### src/fpec_pkg.sv
// Constants, field positions and types for the FP exception control block.
// Assumes big-endian bit numbering in the printed figures (bit 0 is MSB).
package fpec_pkg;

  localparam int REG_W  = 32;
  localparam int ADDR_W = 8;
  localparam int NEXC   = 5;
  localparam int NFPR   = 32;
  localparam int IDX_W  = 5;

  // Printed bit numbers, big-endian numbering
  localparam int FPSC_BIT_INV   = 24;
  localparam int FPSC_BIT_OVF   = 25;
  localparam int FPSC_BIT_UNF   = 26;
  localparam int FPSC_BIT_DIV0  = 27;
  localparam int FPSC_BIT_INX   = 28;
  localparam int FPSC_BIT_RELAX = 29;
  localparam int FPSC_BIT_RND0  = 30;
  localparam int FPSC_BIT_RND1  = 31;
  localparam int MS64_BIT_MHI   = 52;
  localparam int MS64_BIT_MLO   = 55;
  localparam int MS32_BIT_MHI   = 20;
  localparam int MS32_BIT_MLO   = 23;
  localparam int MS64_W         = 64;

  // Exception vector positions, as reported by the pipeline
  localparam int EXC_INV  = 4;
  localparam int EXC_OVF  = 3;
  localparam int EXC_UNF  = 2;
  localparam int EXC_DIV0 = 1;
  localparam int EXC_INX  = 0;

  // Register byte offsets
  localparam logic [ADDR_W-1:0] OFS_FPSC    = 8'h00;
  localparam logic [ADDR_W-1:0] OFS_MSTATE  = 8'h04;
  localparam logic [ADDR_W-1:0] OFS_EXCSTAT = 8'h08;
  localparam logic [ADDR_W-1:0] OFS_EXCTAG  = 8'h0C;
  localparam logic [ADDR_W-1:0] OFS_TYPELO  = 8'h10;
  localparam logic [ADDR_W-1:0] OFS_TYPEHI  = 8'h14;

  localparam logic [REG_W-1:0] RST_FPSC   = 32'h0000_0000;
  localparam logic [REG_W-1:0] RST_MSTATE = 32'h0000_0000;
  localparam int               IMPREC_DLY = 4;

  // Little-endian index of a big-endian numbered bit
  function automatic int be_pos(input int width, input int bit_no);
    return width - 1 - bit_no;
  endfunction : be_pos

  typedef enum logic [1:0] {
    FPEC_MODE_IGNORE  = 2'h0,
    FPEC_MODE_IMP_NR  = 2'h1,
    FPEC_MODE_IMP_REC = 2'h2,
    FPEC_MODE_PRECISE = 2'h3
  } fpec_mode_t;

  typedef enum logic [1:0] {
    FPEC_RND_NEAR = 2'h0,
    FPEC_RND_ZERO = 2'h1,
    FPEC_RND_PINF = 2'h2,
    FPEC_RND_MINF = 2'h3
  } fpec_rnd_t;

  typedef enum logic [1:0] {
    FPEC_TYPE_SP  = 2'h0,
    FPEC_TYPE_DP  = 2'h1,
    FPEC_TYPE_I32 = 2'h2,
    FPEC_TYPE_I64 = 2'h3
  } fpec_type_t;

endpackage : fpec_pkg

### src/fpec_ctrl.sv
// FP application control: trap enables, rounding, exception modes and
// Program interrupt delivery, with an APB register slave.
// Assumes a synchronous pipeline reporting one exception group per cycle.
`timescale 1ns/10ps

// Functional notes
// - Invalid trap enable gates interrupt
// - Overflow trap enable gates interrupt
// - Underflow trap enable gates interrupt
// - Divide-by-zero trap enable gates interrupt
// - Inexact trap enable gates interrupt
// - Relaxed mode bit exported to datapath
// - Two-bit rounding field selects rounding
// - Mode bits at state bits 20/23
// - Mode 00 never interrupts
// - Mode 01 late interrupt, no tag
// - Mode 10 late interrupt, tag kept
// - Mode 11 interrupt at faulting instruction
// - Nonzero mode uses per-type enables
// - Registers hold four data types
// - Round-to-single uses current rounding mode
// - Result precision comes from encoding
// - Hardware FP handling is IEEE conformant
module fpec_ctrl
  import fpec_pkg::*;
#(
  parameter int DLY_CYC = IMPREC_DLY
) (
  input  wire logic                     pclk,
  input  wire logic                     presetn,
  input  wire logic                     psel,
  input  wire logic                     penable,
  input  wire logic                     pwrite,
  input  wire logic [fpec_pkg::ADDR_W-1:0] paddr,
  input  wire logic [fpec_pkg::REG_W-1:0]  pwdata,
  output logic      [fpec_pkg::REG_W-1:0]  prdata,
  output logic                          pready,
  output logic                          pslverr,
  input  wire logic                     exc_valid,
  input  wire logic [fpec_pkg::NEXC-1:0]   exc_flags,
  input  wire logic [fpec_pkg::REG_W-1:0]  exc_tag,
  input  wire logic                     wr_valid,
  input  wire logic [fpec_pkg::IDX_W-1:0]  wr_idx,
  input  wire fpec_pkg::fpec_type_t     wr_type,
  input  wire logic                     wr_round_single,
  output logic                          program_irq,
  output logic      [fpec_pkg::NEXC-1:0]   irq_cause,
  output logic      [fpec_pkg::REG_W-1:0]  irq_tag,
  output logic                          irq_precise,
  output fpec_pkg::fpec_rnd_t           rounding_select,
  output logic                          relaxed_ieee_mode
);
  import fpec_pkg::*;

  localparam int CNT_W = $clog2(DLY_CYC + 1) + 1;
  localparam logic [CNT_W-1:0] DLY_LAST = CNT_W'(DLY_CYC - 1);

  typedef enum logic [0:0] {
    FPEC_ST_IDLE,
    FPEC_ST_WAIT
  } fpec_state_t;

  // Same low-word positions serve 32- and 64-bit machine state layouts
  localparam int MHI_POS = be_pos(REG_W, MS32_BIT_MHI);
  localparam int MLO_POS = be_pos(REG_W, MS32_BIT_MLO);
  localparam int MHI_P64 = be_pos(MS64_W, MS64_BIT_MHI);
  localparam int MLO_P64 = be_pos(MS64_W, MS64_BIT_MLO);

  logic [REG_W-1:0]  fpsc_ff;
  logic [REG_W-1:0]  mstate_ff;
  logic [NEXC-1:0]   sticky_ff;
  logic [REG_W-1:0]  kept_tag_ff;
  logic              kept_vld_ff;
  fpec_type_t        type_ff [NFPR];
  fpec_state_t       state_ff;
  logic [CNT_W-1:0]  cnt_ff;
  logic [NEXC-1:0]   pend_cause_ff;
  logic [REG_W-1:0]  pend_tag_ff;
  logic [REG_W-1:0]  prdata_ff;
  logic              pready_ff;
  logic              pslverr_ff;
  logic              irq_ff;
  logic [NEXC-1:0]   irq_cause_ff;
  logic [REG_W-1:0]  irq_tag_ff;
  logic              irq_precise_ff;
  logic              relaxed_ff;
  fpec_rnd_t         rnd_ff;

  logic              fp_exc_mode_hi;
  logic              fp_exc_mode_lo;
  fpec_mode_t        mode;
  logic [NEXC-1:0]   trap_en;
  logic [NEXC-1:0]   hit_cause;
  logic              hit;
  logic              wr_acc;
  logic              setup;
  logic [REG_W-1:0]  sticky_clr;
  logic [REG_W-1:0]  nxt_rdata;
  logic              nxt_err;

  // Pack sixteen register type codes into one read word
  function automatic logic [REG_W-1:0] pack_types(input int base);
    logic [REG_W-1:0] w;
    w = '0;
    for (int i = 0; i < NFPR / 2; i++) begin
      w[2*i +: 2] = type_ff[base + i];
    end
    return w;
  endfunction : pack_types

  // True for the two late-delivery modes
  function automatic logic is_late(input fpec_mode_t m);
    return (m == FPEC_MODE_IMP_NR) || (m == FPEC_MODE_IMP_REC);
  endfunction : is_late

  // Tag kept for the handler only where it must find the instruction
  function automatic logic [REG_W-1:0] late_tag(input fpec_mode_t m,
                                                input logic [REG_W-1:0] t);
    return (m == FPEC_MODE_IMP_REC) ? t : '0;
  endfunction : late_tag

  // Mode decode
  always_comb begin
    fp_exc_mode_hi = mstate_ff[MHI_POS];
    fp_exc_mode_lo = mstate_ff[MLO_POS];
    mode           = fpec_mode_t'({fp_exc_mode_hi, fp_exc_mode_lo});
  end

  // Per-type enables, big-endian bit numbers
  always_comb begin
    trap_en           = '0;
    trap_en[EXC_INV]  = fpsc_ff[be_pos(REG_W, FPSC_BIT_INV)];
    trap_en[EXC_OVF]  = fpsc_ff[be_pos(REG_W, FPSC_BIT_OVF)];
    trap_en[EXC_UNF]  = fpsc_ff[be_pos(REG_W, FPSC_BIT_UNF)];
    trap_en[EXC_DIV0] = fpsc_ff[be_pos(REG_W, FPSC_BIT_DIV0)];
    trap_en[EXC_INX]  = fpsc_ff[be_pos(REG_W, FPSC_BIT_INX)];
  end

  // Disabled types fall back to the default result in the datapath
  always_comb begin
    hit_cause = exc_flags & trap_en;
    hit       = exc_valid && (|hit_cause)
                && (mode != FPEC_MODE_IGNORE);
  end

  always_comb begin
    setup  = psel && !penable;
    wr_acc = psel && penable && pready_ff && pwrite;
  end

  // Write-one-to-clear mask for the sticky cause bits
  always_comb begin
    sticky_clr = '0;
    if (wr_acc && paddr == OFS_EXCSTAT) begin
      sticky_clr = pwdata;
    end
  end

  // Read mux, evaluated in the setup cycle
  always_comb begin
    nxt_rdata = '0;
    nxt_err   = 1'b0;
    unique case (paddr)
      OFS_FPSC:    nxt_rdata = fpsc_ff;
      OFS_MSTATE:  nxt_rdata = mstate_ff;
      OFS_EXCSTAT: nxt_rdata = {{(REG_W-NEXC-1){1'b0}}, kept_vld_ff, sticky_ff};
      OFS_EXCTAG:  nxt_rdata = kept_tag_ff;
      OFS_TYPELO:  nxt_rdata = pack_types(0);
      OFS_TYPEHI:  nxt_rdata = pack_types(NFPR / 2);
      default:     nxt_err   = 1'b1;
    endcase
  end

  // APB handshake: one access cycle, no wait states
  always_ff @(posedge pclk or negedge presetn) begin
    if (!presetn) begin
      pready_ff  <= 1'b0;
      pslverr_ff <= 1'b0;
      prdata_ff  <= '0;
    end else if (setup) begin
      pready_ff  <= 1'b1;
      pslverr_ff <= nxt_err;
      prdata_ff  <= pwrite ? '0 : nxt_rdata;
    end else begin
      pready_ff  <= 1'b0;
      pslverr_ff <= 1'b0;
    end
  end

  always_ff @(posedge pclk or negedge presetn) begin
    if (!presetn) begin
      fpsc_ff <= RST_FPSC;
    end else if (wr_acc && paddr == OFS_FPSC) begin
      fpsc_ff <= pwdata;
    end
  end

  always_ff @(posedge pclk or negedge presetn) begin
    if (!presetn) begin
      mstate_ff <= RST_MSTATE;
    end else if (wr_acc && paddr == OFS_MSTATE) begin
      mstate_ff <= pwdata;
    end
  end

  // Control fields exported to the datapath straight from flops
  always_ff @(posedge pclk or negedge presetn) begin
    if (!presetn) begin
      relaxed_ff <= 1'b0;
      rnd_ff     <= FPEC_RND_NEAR;
    end else begin
      relaxed_ff <= fpsc_ff[be_pos(REG_W, FPSC_BIT_RELAX)];
      rnd_ff     <= fpec_rnd_t'({fpsc_ff[be_pos(REG_W, FPSC_BIT_RND0)],
                                 fpsc_ff[be_pos(REG_W, FPSC_BIT_RND1)]});
    end
  end

  // Sticky causes: a new event wins over a clear in the same cycle
  always_ff @(posedge pclk or negedge presetn) begin
    if (!presetn) begin
      sticky_ff <= '0;
    end else begin
      sticky_ff <= (sticky_ff & ~sticky_clr[NEXC-1:0])
                   | (hit ? hit_cause : '0);
    end
  end

  // Recoverable and precise modes keep the faulting instruction's tag
  always_ff @(posedge pclk or negedge presetn) begin
    if (!presetn) begin
      kept_tag_ff <= '0;
      kept_vld_ff <= 1'b0;
    end else if (hit && !kept_vld_ff
                 && (mode == FPEC_MODE_IMP_REC || mode == FPEC_MODE_PRECISE)) begin
      kept_tag_ff <= exc_tag;
      kept_vld_ff <= 1'b1;
    end else if (wr_acc && paddr == OFS_EXCSTAT && pwdata[NEXC]) begin
      kept_vld_ff <= 1'b0;
    end
  end

  // Register type tracking; precision is the instruction's, not a mode's
  always_ff @(posedge pclk or negedge presetn) begin
    if (!presetn) begin
      for (int i = 0; i < NFPR; i++) begin
        type_ff[i] <= FPEC_TYPE_DP;
      end
    end else if (wr_valid) begin
      type_ff[wr_idx] <= wr_round_single ? FPEC_TYPE_SP
                                         : wr_type;
    end
  end

  // Imprecise delivery: gather enabled causes, report after a delay
  always_ff @(posedge pclk or negedge presetn) begin
    if (!presetn) begin
      state_ff      <= FPEC_ST_IDLE;
      cnt_ff        <= '0;
      pend_cause_ff <= '0;
      pend_tag_ff   <= '0;
    end else begin
      unique case (state_ff)
        FPEC_ST_IDLE: begin
          if (hit && is_late(mode)) begin
            state_ff      <= FPEC_ST_WAIT;
            cnt_ff        <= '0;
            pend_cause_ff <= hit_cause;
            pend_tag_ff   <= late_tag(mode, exc_tag);
          end
        end
        FPEC_ST_WAIT: begin
          if (mode == FPEC_MODE_IGNORE) begin
            state_ff <= FPEC_ST_IDLE;
          end else if (cnt_ff == DLY_LAST) begin
            // A hit on the emitting edge opens a fresh wait, else the wait returns to idle
            if (hit && is_late(mode)) begin
              cnt_ff        <= '0;
              pend_cause_ff <= hit_cause;
              pend_tag_ff   <= late_tag(mode, exc_tag);
            end else begin
              state_ff <= FPEC_ST_IDLE;
            end
          end else begin
            cnt_ff        <= cnt_ff + 1'b1;
            pend_cause_ff <= pend_cause_ff | (hit ? hit_cause : '0);
          end
        end
      endcase
    end
  end

  // Interrupt request to the core; precise wins when both fall together
  always_ff @(posedge pclk or negedge presetn) begin
    if (!presetn) begin
      irq_ff         <= 1'b0;
      irq_cause_ff   <= '0;
      irq_tag_ff     <= '0;
      irq_precise_ff <= 1'b0;
    end else if (hit && mode == FPEC_MODE_PRECISE) begin
      irq_ff         <= 1'b1;
      irq_cause_ff   <= hit_cause;
      irq_tag_ff     <= exc_tag;
      irq_precise_ff <= 1'b1;
    end else if (state_ff == FPEC_ST_WAIT && cnt_ff == DLY_LAST
                 && mode != FPEC_MODE_IGNORE) begin
      irq_ff         <= 1'b1;
      irq_cause_ff   <= pend_cause_ff;
      irq_tag_ff     <= pend_tag_ff;
      irq_precise_ff <= 1'b0;
    end else begin
      irq_ff         <= 1'b0;
      irq_precise_ff <= 1'b0;
    end
  end

  // Default results and special values stay in the IEEE datapath
  always_comb begin
    prdata            = prdata_ff;
    pready            = pready_ff;
    pslverr           = pslverr_ff;
    program_irq       = irq_ff;
    irq_cause         = irq_cause_ff;
    irq_tag           = irq_tag_ff;
    irq_precise       = irq_precise_ff;
    rounding_select   = rnd_ff;
    relaxed_ieee_mode = relaxed_ff;
  end

  // 64-bit layout check folds to the same positions
  logic unused_p64;
  always_comb begin
    unused_p64 = (MHI_P64 == MHI_POS) && (MLO_P64 == MLO_POS);
  end

endmodule : fpec_ctrl

### config.mk
export PLATFORM = sky130hd
export DESIGN_NAME = fpec_ctrl
export DESIGN_NICKNAME = d
export VERILOG_FILES = /design/src/fpec_pkg.sv /design/src/fpec_ctrl.sv
export SDC_FILE = /design/constraint.sdc
export NUM_CORES = 1
export LEC_CHECK = 0
export ABC_CLOCK_PERIOD_IN_PS = 2800
export BUFFER_PORTS_ARGS = -buffer_cell sky130_fd_sc_hd__buf_2
export CAP_MARGIN = 5
export CORE_UTILIZATION = 50
export CTS_CLUSTER_SIZE = 30
export DETAILED_ROUTE_END_ITERATION = 8
export GPL_ROUTABILITY_DRIVEN = 0
export HOLD_SLACK_MARGIN = 0.1
export PLACE_DENSITY = 0.77
export SYNTH_ARGS = -nofsm -noshare
export SYNTH_HDL_FRONTEND = slang
export SYNTH_SLANG_ARGS = --single-unit
### constraint.sdc
create_clock -name pclk -period 2.8 [get_ports pclk]
set_input_delay 0 -clock pclk [delete_from_list [all_inputs] [get_ports pclk]]
set_output_delay 0 -clock pclk [all_outputs]
set_load 0.03 [all_outputs]
==> key figures <==
STA
  – Slew Limit Fails: 0
  – Post-route clock period utilization: 96.1%
  – Final setup viols: 0
  – Setup WS post-layout: 110 ps
  – Slew Limit Headroom: 46.0%
  – RSZ-0062 raised after global routing: false
  – Tmin final: 2690 ps
  – Final Skew: 7.66 ps
  – Slew @ Worst Pin: 809 ps
  – Final hold vios: 0
  – Setup TNS: 0 ps
  – Highest clock rate: 372 MHz

Synth
  – Ys async rst share: 100%
  – Post-Synthesis Cell Area: 0.0126 sq mm
  – Post-synthesis sequential area ratio: 56.6%
  – Synth Warn #: 0
  – EDFF count, synth: 0
  – Syn nets: 1091
  – Post-Syn Area per Cell: 12.7 sq um
  – Ys flop type: dfrtp_1
  – Yosys reg bits: 284
  – Post-synth cell types: 58
  – Mapped Cells: 995

GRT
  – Pin count of the biggest net entering global routing: 98
  – First-pass GRT wire length: 49.8 mm
  – Initial antenna violation count: 0
  – Total gr overflow: 0
  – Vias in the first global route: 9092
  – Total track usage: 24.1%

Placement
  – Inst Count DP: 1441
  – Dpl ws: 364 ps
  – Detail Placement HPWL: 20.0 mm
  – # port buffers: 167

Power
  – Max rail drop VDD: 0.000453 V
  – P_int: 6.91 mW
  – Pwr dens: 563 mW/mm^2
  – Clock network fraction of design power: 43.6%
  – Combinational power share: 7.4%
  – Net switching share of the total power: 21.9%
  – Sequential share of power: 49.1%
  – Psw: 1.94 mW
  – Lkg Pwr: 7.38 nW

Final layout
  – Commonest non-fill, non-tap cells in the layout: 252 x dfrtp_1, 166 x buf_2, 158 x mux2_2, 97 x dlygate4sd3_1, 85 x o21ai_0
  – Post-Layout Cell Count: 1591
  – Area Growth Syn to Fin: 24.6%
  – Utilization after layout: 64.1%
  – Commonest non-fill, non-tap cell in the layout: dfrtp_1
  – N_diodes: 0
  – Nets: 1341
  – Share of layout cells above drive strength 1: 37.6%

Critical path
  – WS Path Type: primary input to flop
  – CP Capture Type: flop
  – WP data required: 3210 ps
  – Largest fanout on the critical path: 6
  – CP startpoint kind: primary input
  – CP peak stage delay: 620 ps
  – CP Cell Sequence: dlygate4sd3_1 > buf_2 > or4_4 > nor4_1 > dlygate4sd3_1 > buf_4 > nand2_1 > o2bb2ai_1 > dlygate4sd3_1
  – Crit path top cell by count: dlygate4sd3_1
  – Worst path arrival time: 3100 ps
  – Slowest-stage cell, CP: dlygate4sd3_1

CTS
  – Inserted Clock Buffers: 28
  – CTS Buffer Depth: 3
  – Clock Latency Late Sink: 530 ps
  – Clock-pin slew on the worst setup and hold paths: 60 ps
  – CTS H-Tree Depth: 1
  – CTS sink cnt: 284
  – CTS tree: built
  – Root Buffer Master: clkbuf_16

Die
  – Die Wd: 161 um
  – IO Pins: 168
  – Die Height: 161 um
  – Die area: 0.0259 sq mm
  – Row count: 57
  – Starting Density: 51.4%
  – Core area: 0.0245 sq mm

Job
  – Max cap viols: 0

Hold path
  – Hold WC Path Type: primary input to flop

Routing
  – DRT Pass-1 Iters: 5
  – Initial DRC Count: 757
  – Number of vias per cell: 5.63
  – # DRC: 0
  – DR vias: 8960
  – WL/cell: 19.6 um
  – DRT antenna net count: 0
  – Routed WL: 31.2 mm

Status
  – Outcome: completed
==> flip-flops by register name, summed over array words and instances, names as in the netlist, 4 cells and up <==
name and cells:
fpsc_ff 32, irq_tag 32, cnt_ff 4, kept_tag_ff 32, mstate_ff 32, type_ff 64
pend_tag_ff 32, irq_cause 5, pend_cause_ff 5, sticky_ff 5, prdata 32
==> Yosys cell counts (6+ instances only) <==
cell | count | area (sq um)
mux2_2 | 158 | 1780
dfstp_2 | 32 | 841
o21ai_2 | 10 | 87.6
nor2_1 | 56 | 210
nand3_1 | 6 | 30.0
buf_2 | 18 | 90.1
mux4_2 | 32 | 721
nor2b_1 | 6 | 37.5
o2bb2ai_1 | 8 | 70.1
dfrtp_1 | 252 | 6310
mux2i_1 | 41 | 410
a22oi_1 | 27 | 203
clkbuf_1 | 38 | 143
inv_1 | 36 | 135
a21oi_1 | 41 | 205
nand2_1 | 67 | 251
o21ai_0 | 85 | 425
==> layout make-up <==
cell class / count / area, sq um
fill: 1819 / 8810
sequential: 284 / 7150
multi-input combinational: 610 / 5040
timing repair buffer: 284 / 2040
clock buffer: 46 / 840
tap: 324 / 405
inverter: 37 / 139
clock inverter: 6 / 108
==> stage by stage <==
step	instance area [sq um]	total power, mW	hold slack, ps
finish	15700	8.85	120
global route	15700	9.14	152
CTS	15700	8.92	102
detailed placement	13800	4.96	-31.4
global placement	13800	4.93	-33.8
floorplan	12600	4.67	-296
==> power groups by stage <==
stage / Clock, mW / Sequential, mW / Combinational, mW
global route: 4.08 / 4.35 / 0.709
finish: 3.86 / 4.34 / 0.653
global placement: 0 / 4.40 / 0.530
detailed placement: 0 / 4.41 / 0.546
CTS: 3.93 / 4.34 / 0.651
floorplan: 0 / 4.40 / 0.269
==> path summary, 6_finish.rpt <==
kind | end | cells past startpoint | startpoint | slack, ps
worst max-delay path | sticky_ff[2]$_DFF_PN0_ | 9 | paddr[7] | 110
worst min-delay path | pslverr$_DFF_PN0_ | 4 | penable | 120
worst max register to register | sticky_ff[2]$_DFF_PN0_ | 7 | pready$_DFF_PN0_ | 300
worst min register to register | relaxed_ieee_mode$_DFF_PN0_ | 0 | fpsc_ff[2]$_DFFE_PN0P_ | 410
max in group asynchronous | irq_tag[3]$_DFFE_PN0P_ | 4 | presetn | 1620
min in group asynchronous | type_ff[42]$_DFFE_PN1P_ | 3 | presetn | 640
==> critical path, delay by kind of cell <==
family                 cells  cell delay (ps)
AND/OR/NAND/NOR            3              920
AO/OA/AOI/OAI              1              130
buffers and inverters      5             2050
==> per-layer routing <==
layer  vias up  GRT usage, %  part of all wire [%]
li1       4067             -                     -
met2       272          39.5                    48
met5         -             0                     0
met4         0          6.82                   2.4
met3        49          3.10                   4.7
met1      4572          34.0                    45
==> what timing repair did <==
action,in CTS,in global routing
buffers inserted,0,0
endpoints found under the setup margin,0,0
endpoints found under the hold margin,506,0
gates resized for setup,0,0
hold buffers,98,0
==> kinds of logic after synthesis <==
| kind of cell | after synthesis | synth area share (%) |
|---|---|---|
| flip-flops | 284 | 56.6 |
| adder cells (fa/ha/maj) | 4 | 0.397 |
| multiplexers | 236 | 23.5 |
| AO/OA/AOI/OAI | 193 | 9.24 |
| buffers and inverters | 101 | 3.57 |
| AND/OR/NAND/NOR | 177 | 6.64 |
No activity file was read; power rests on OpenSTA's default activity.
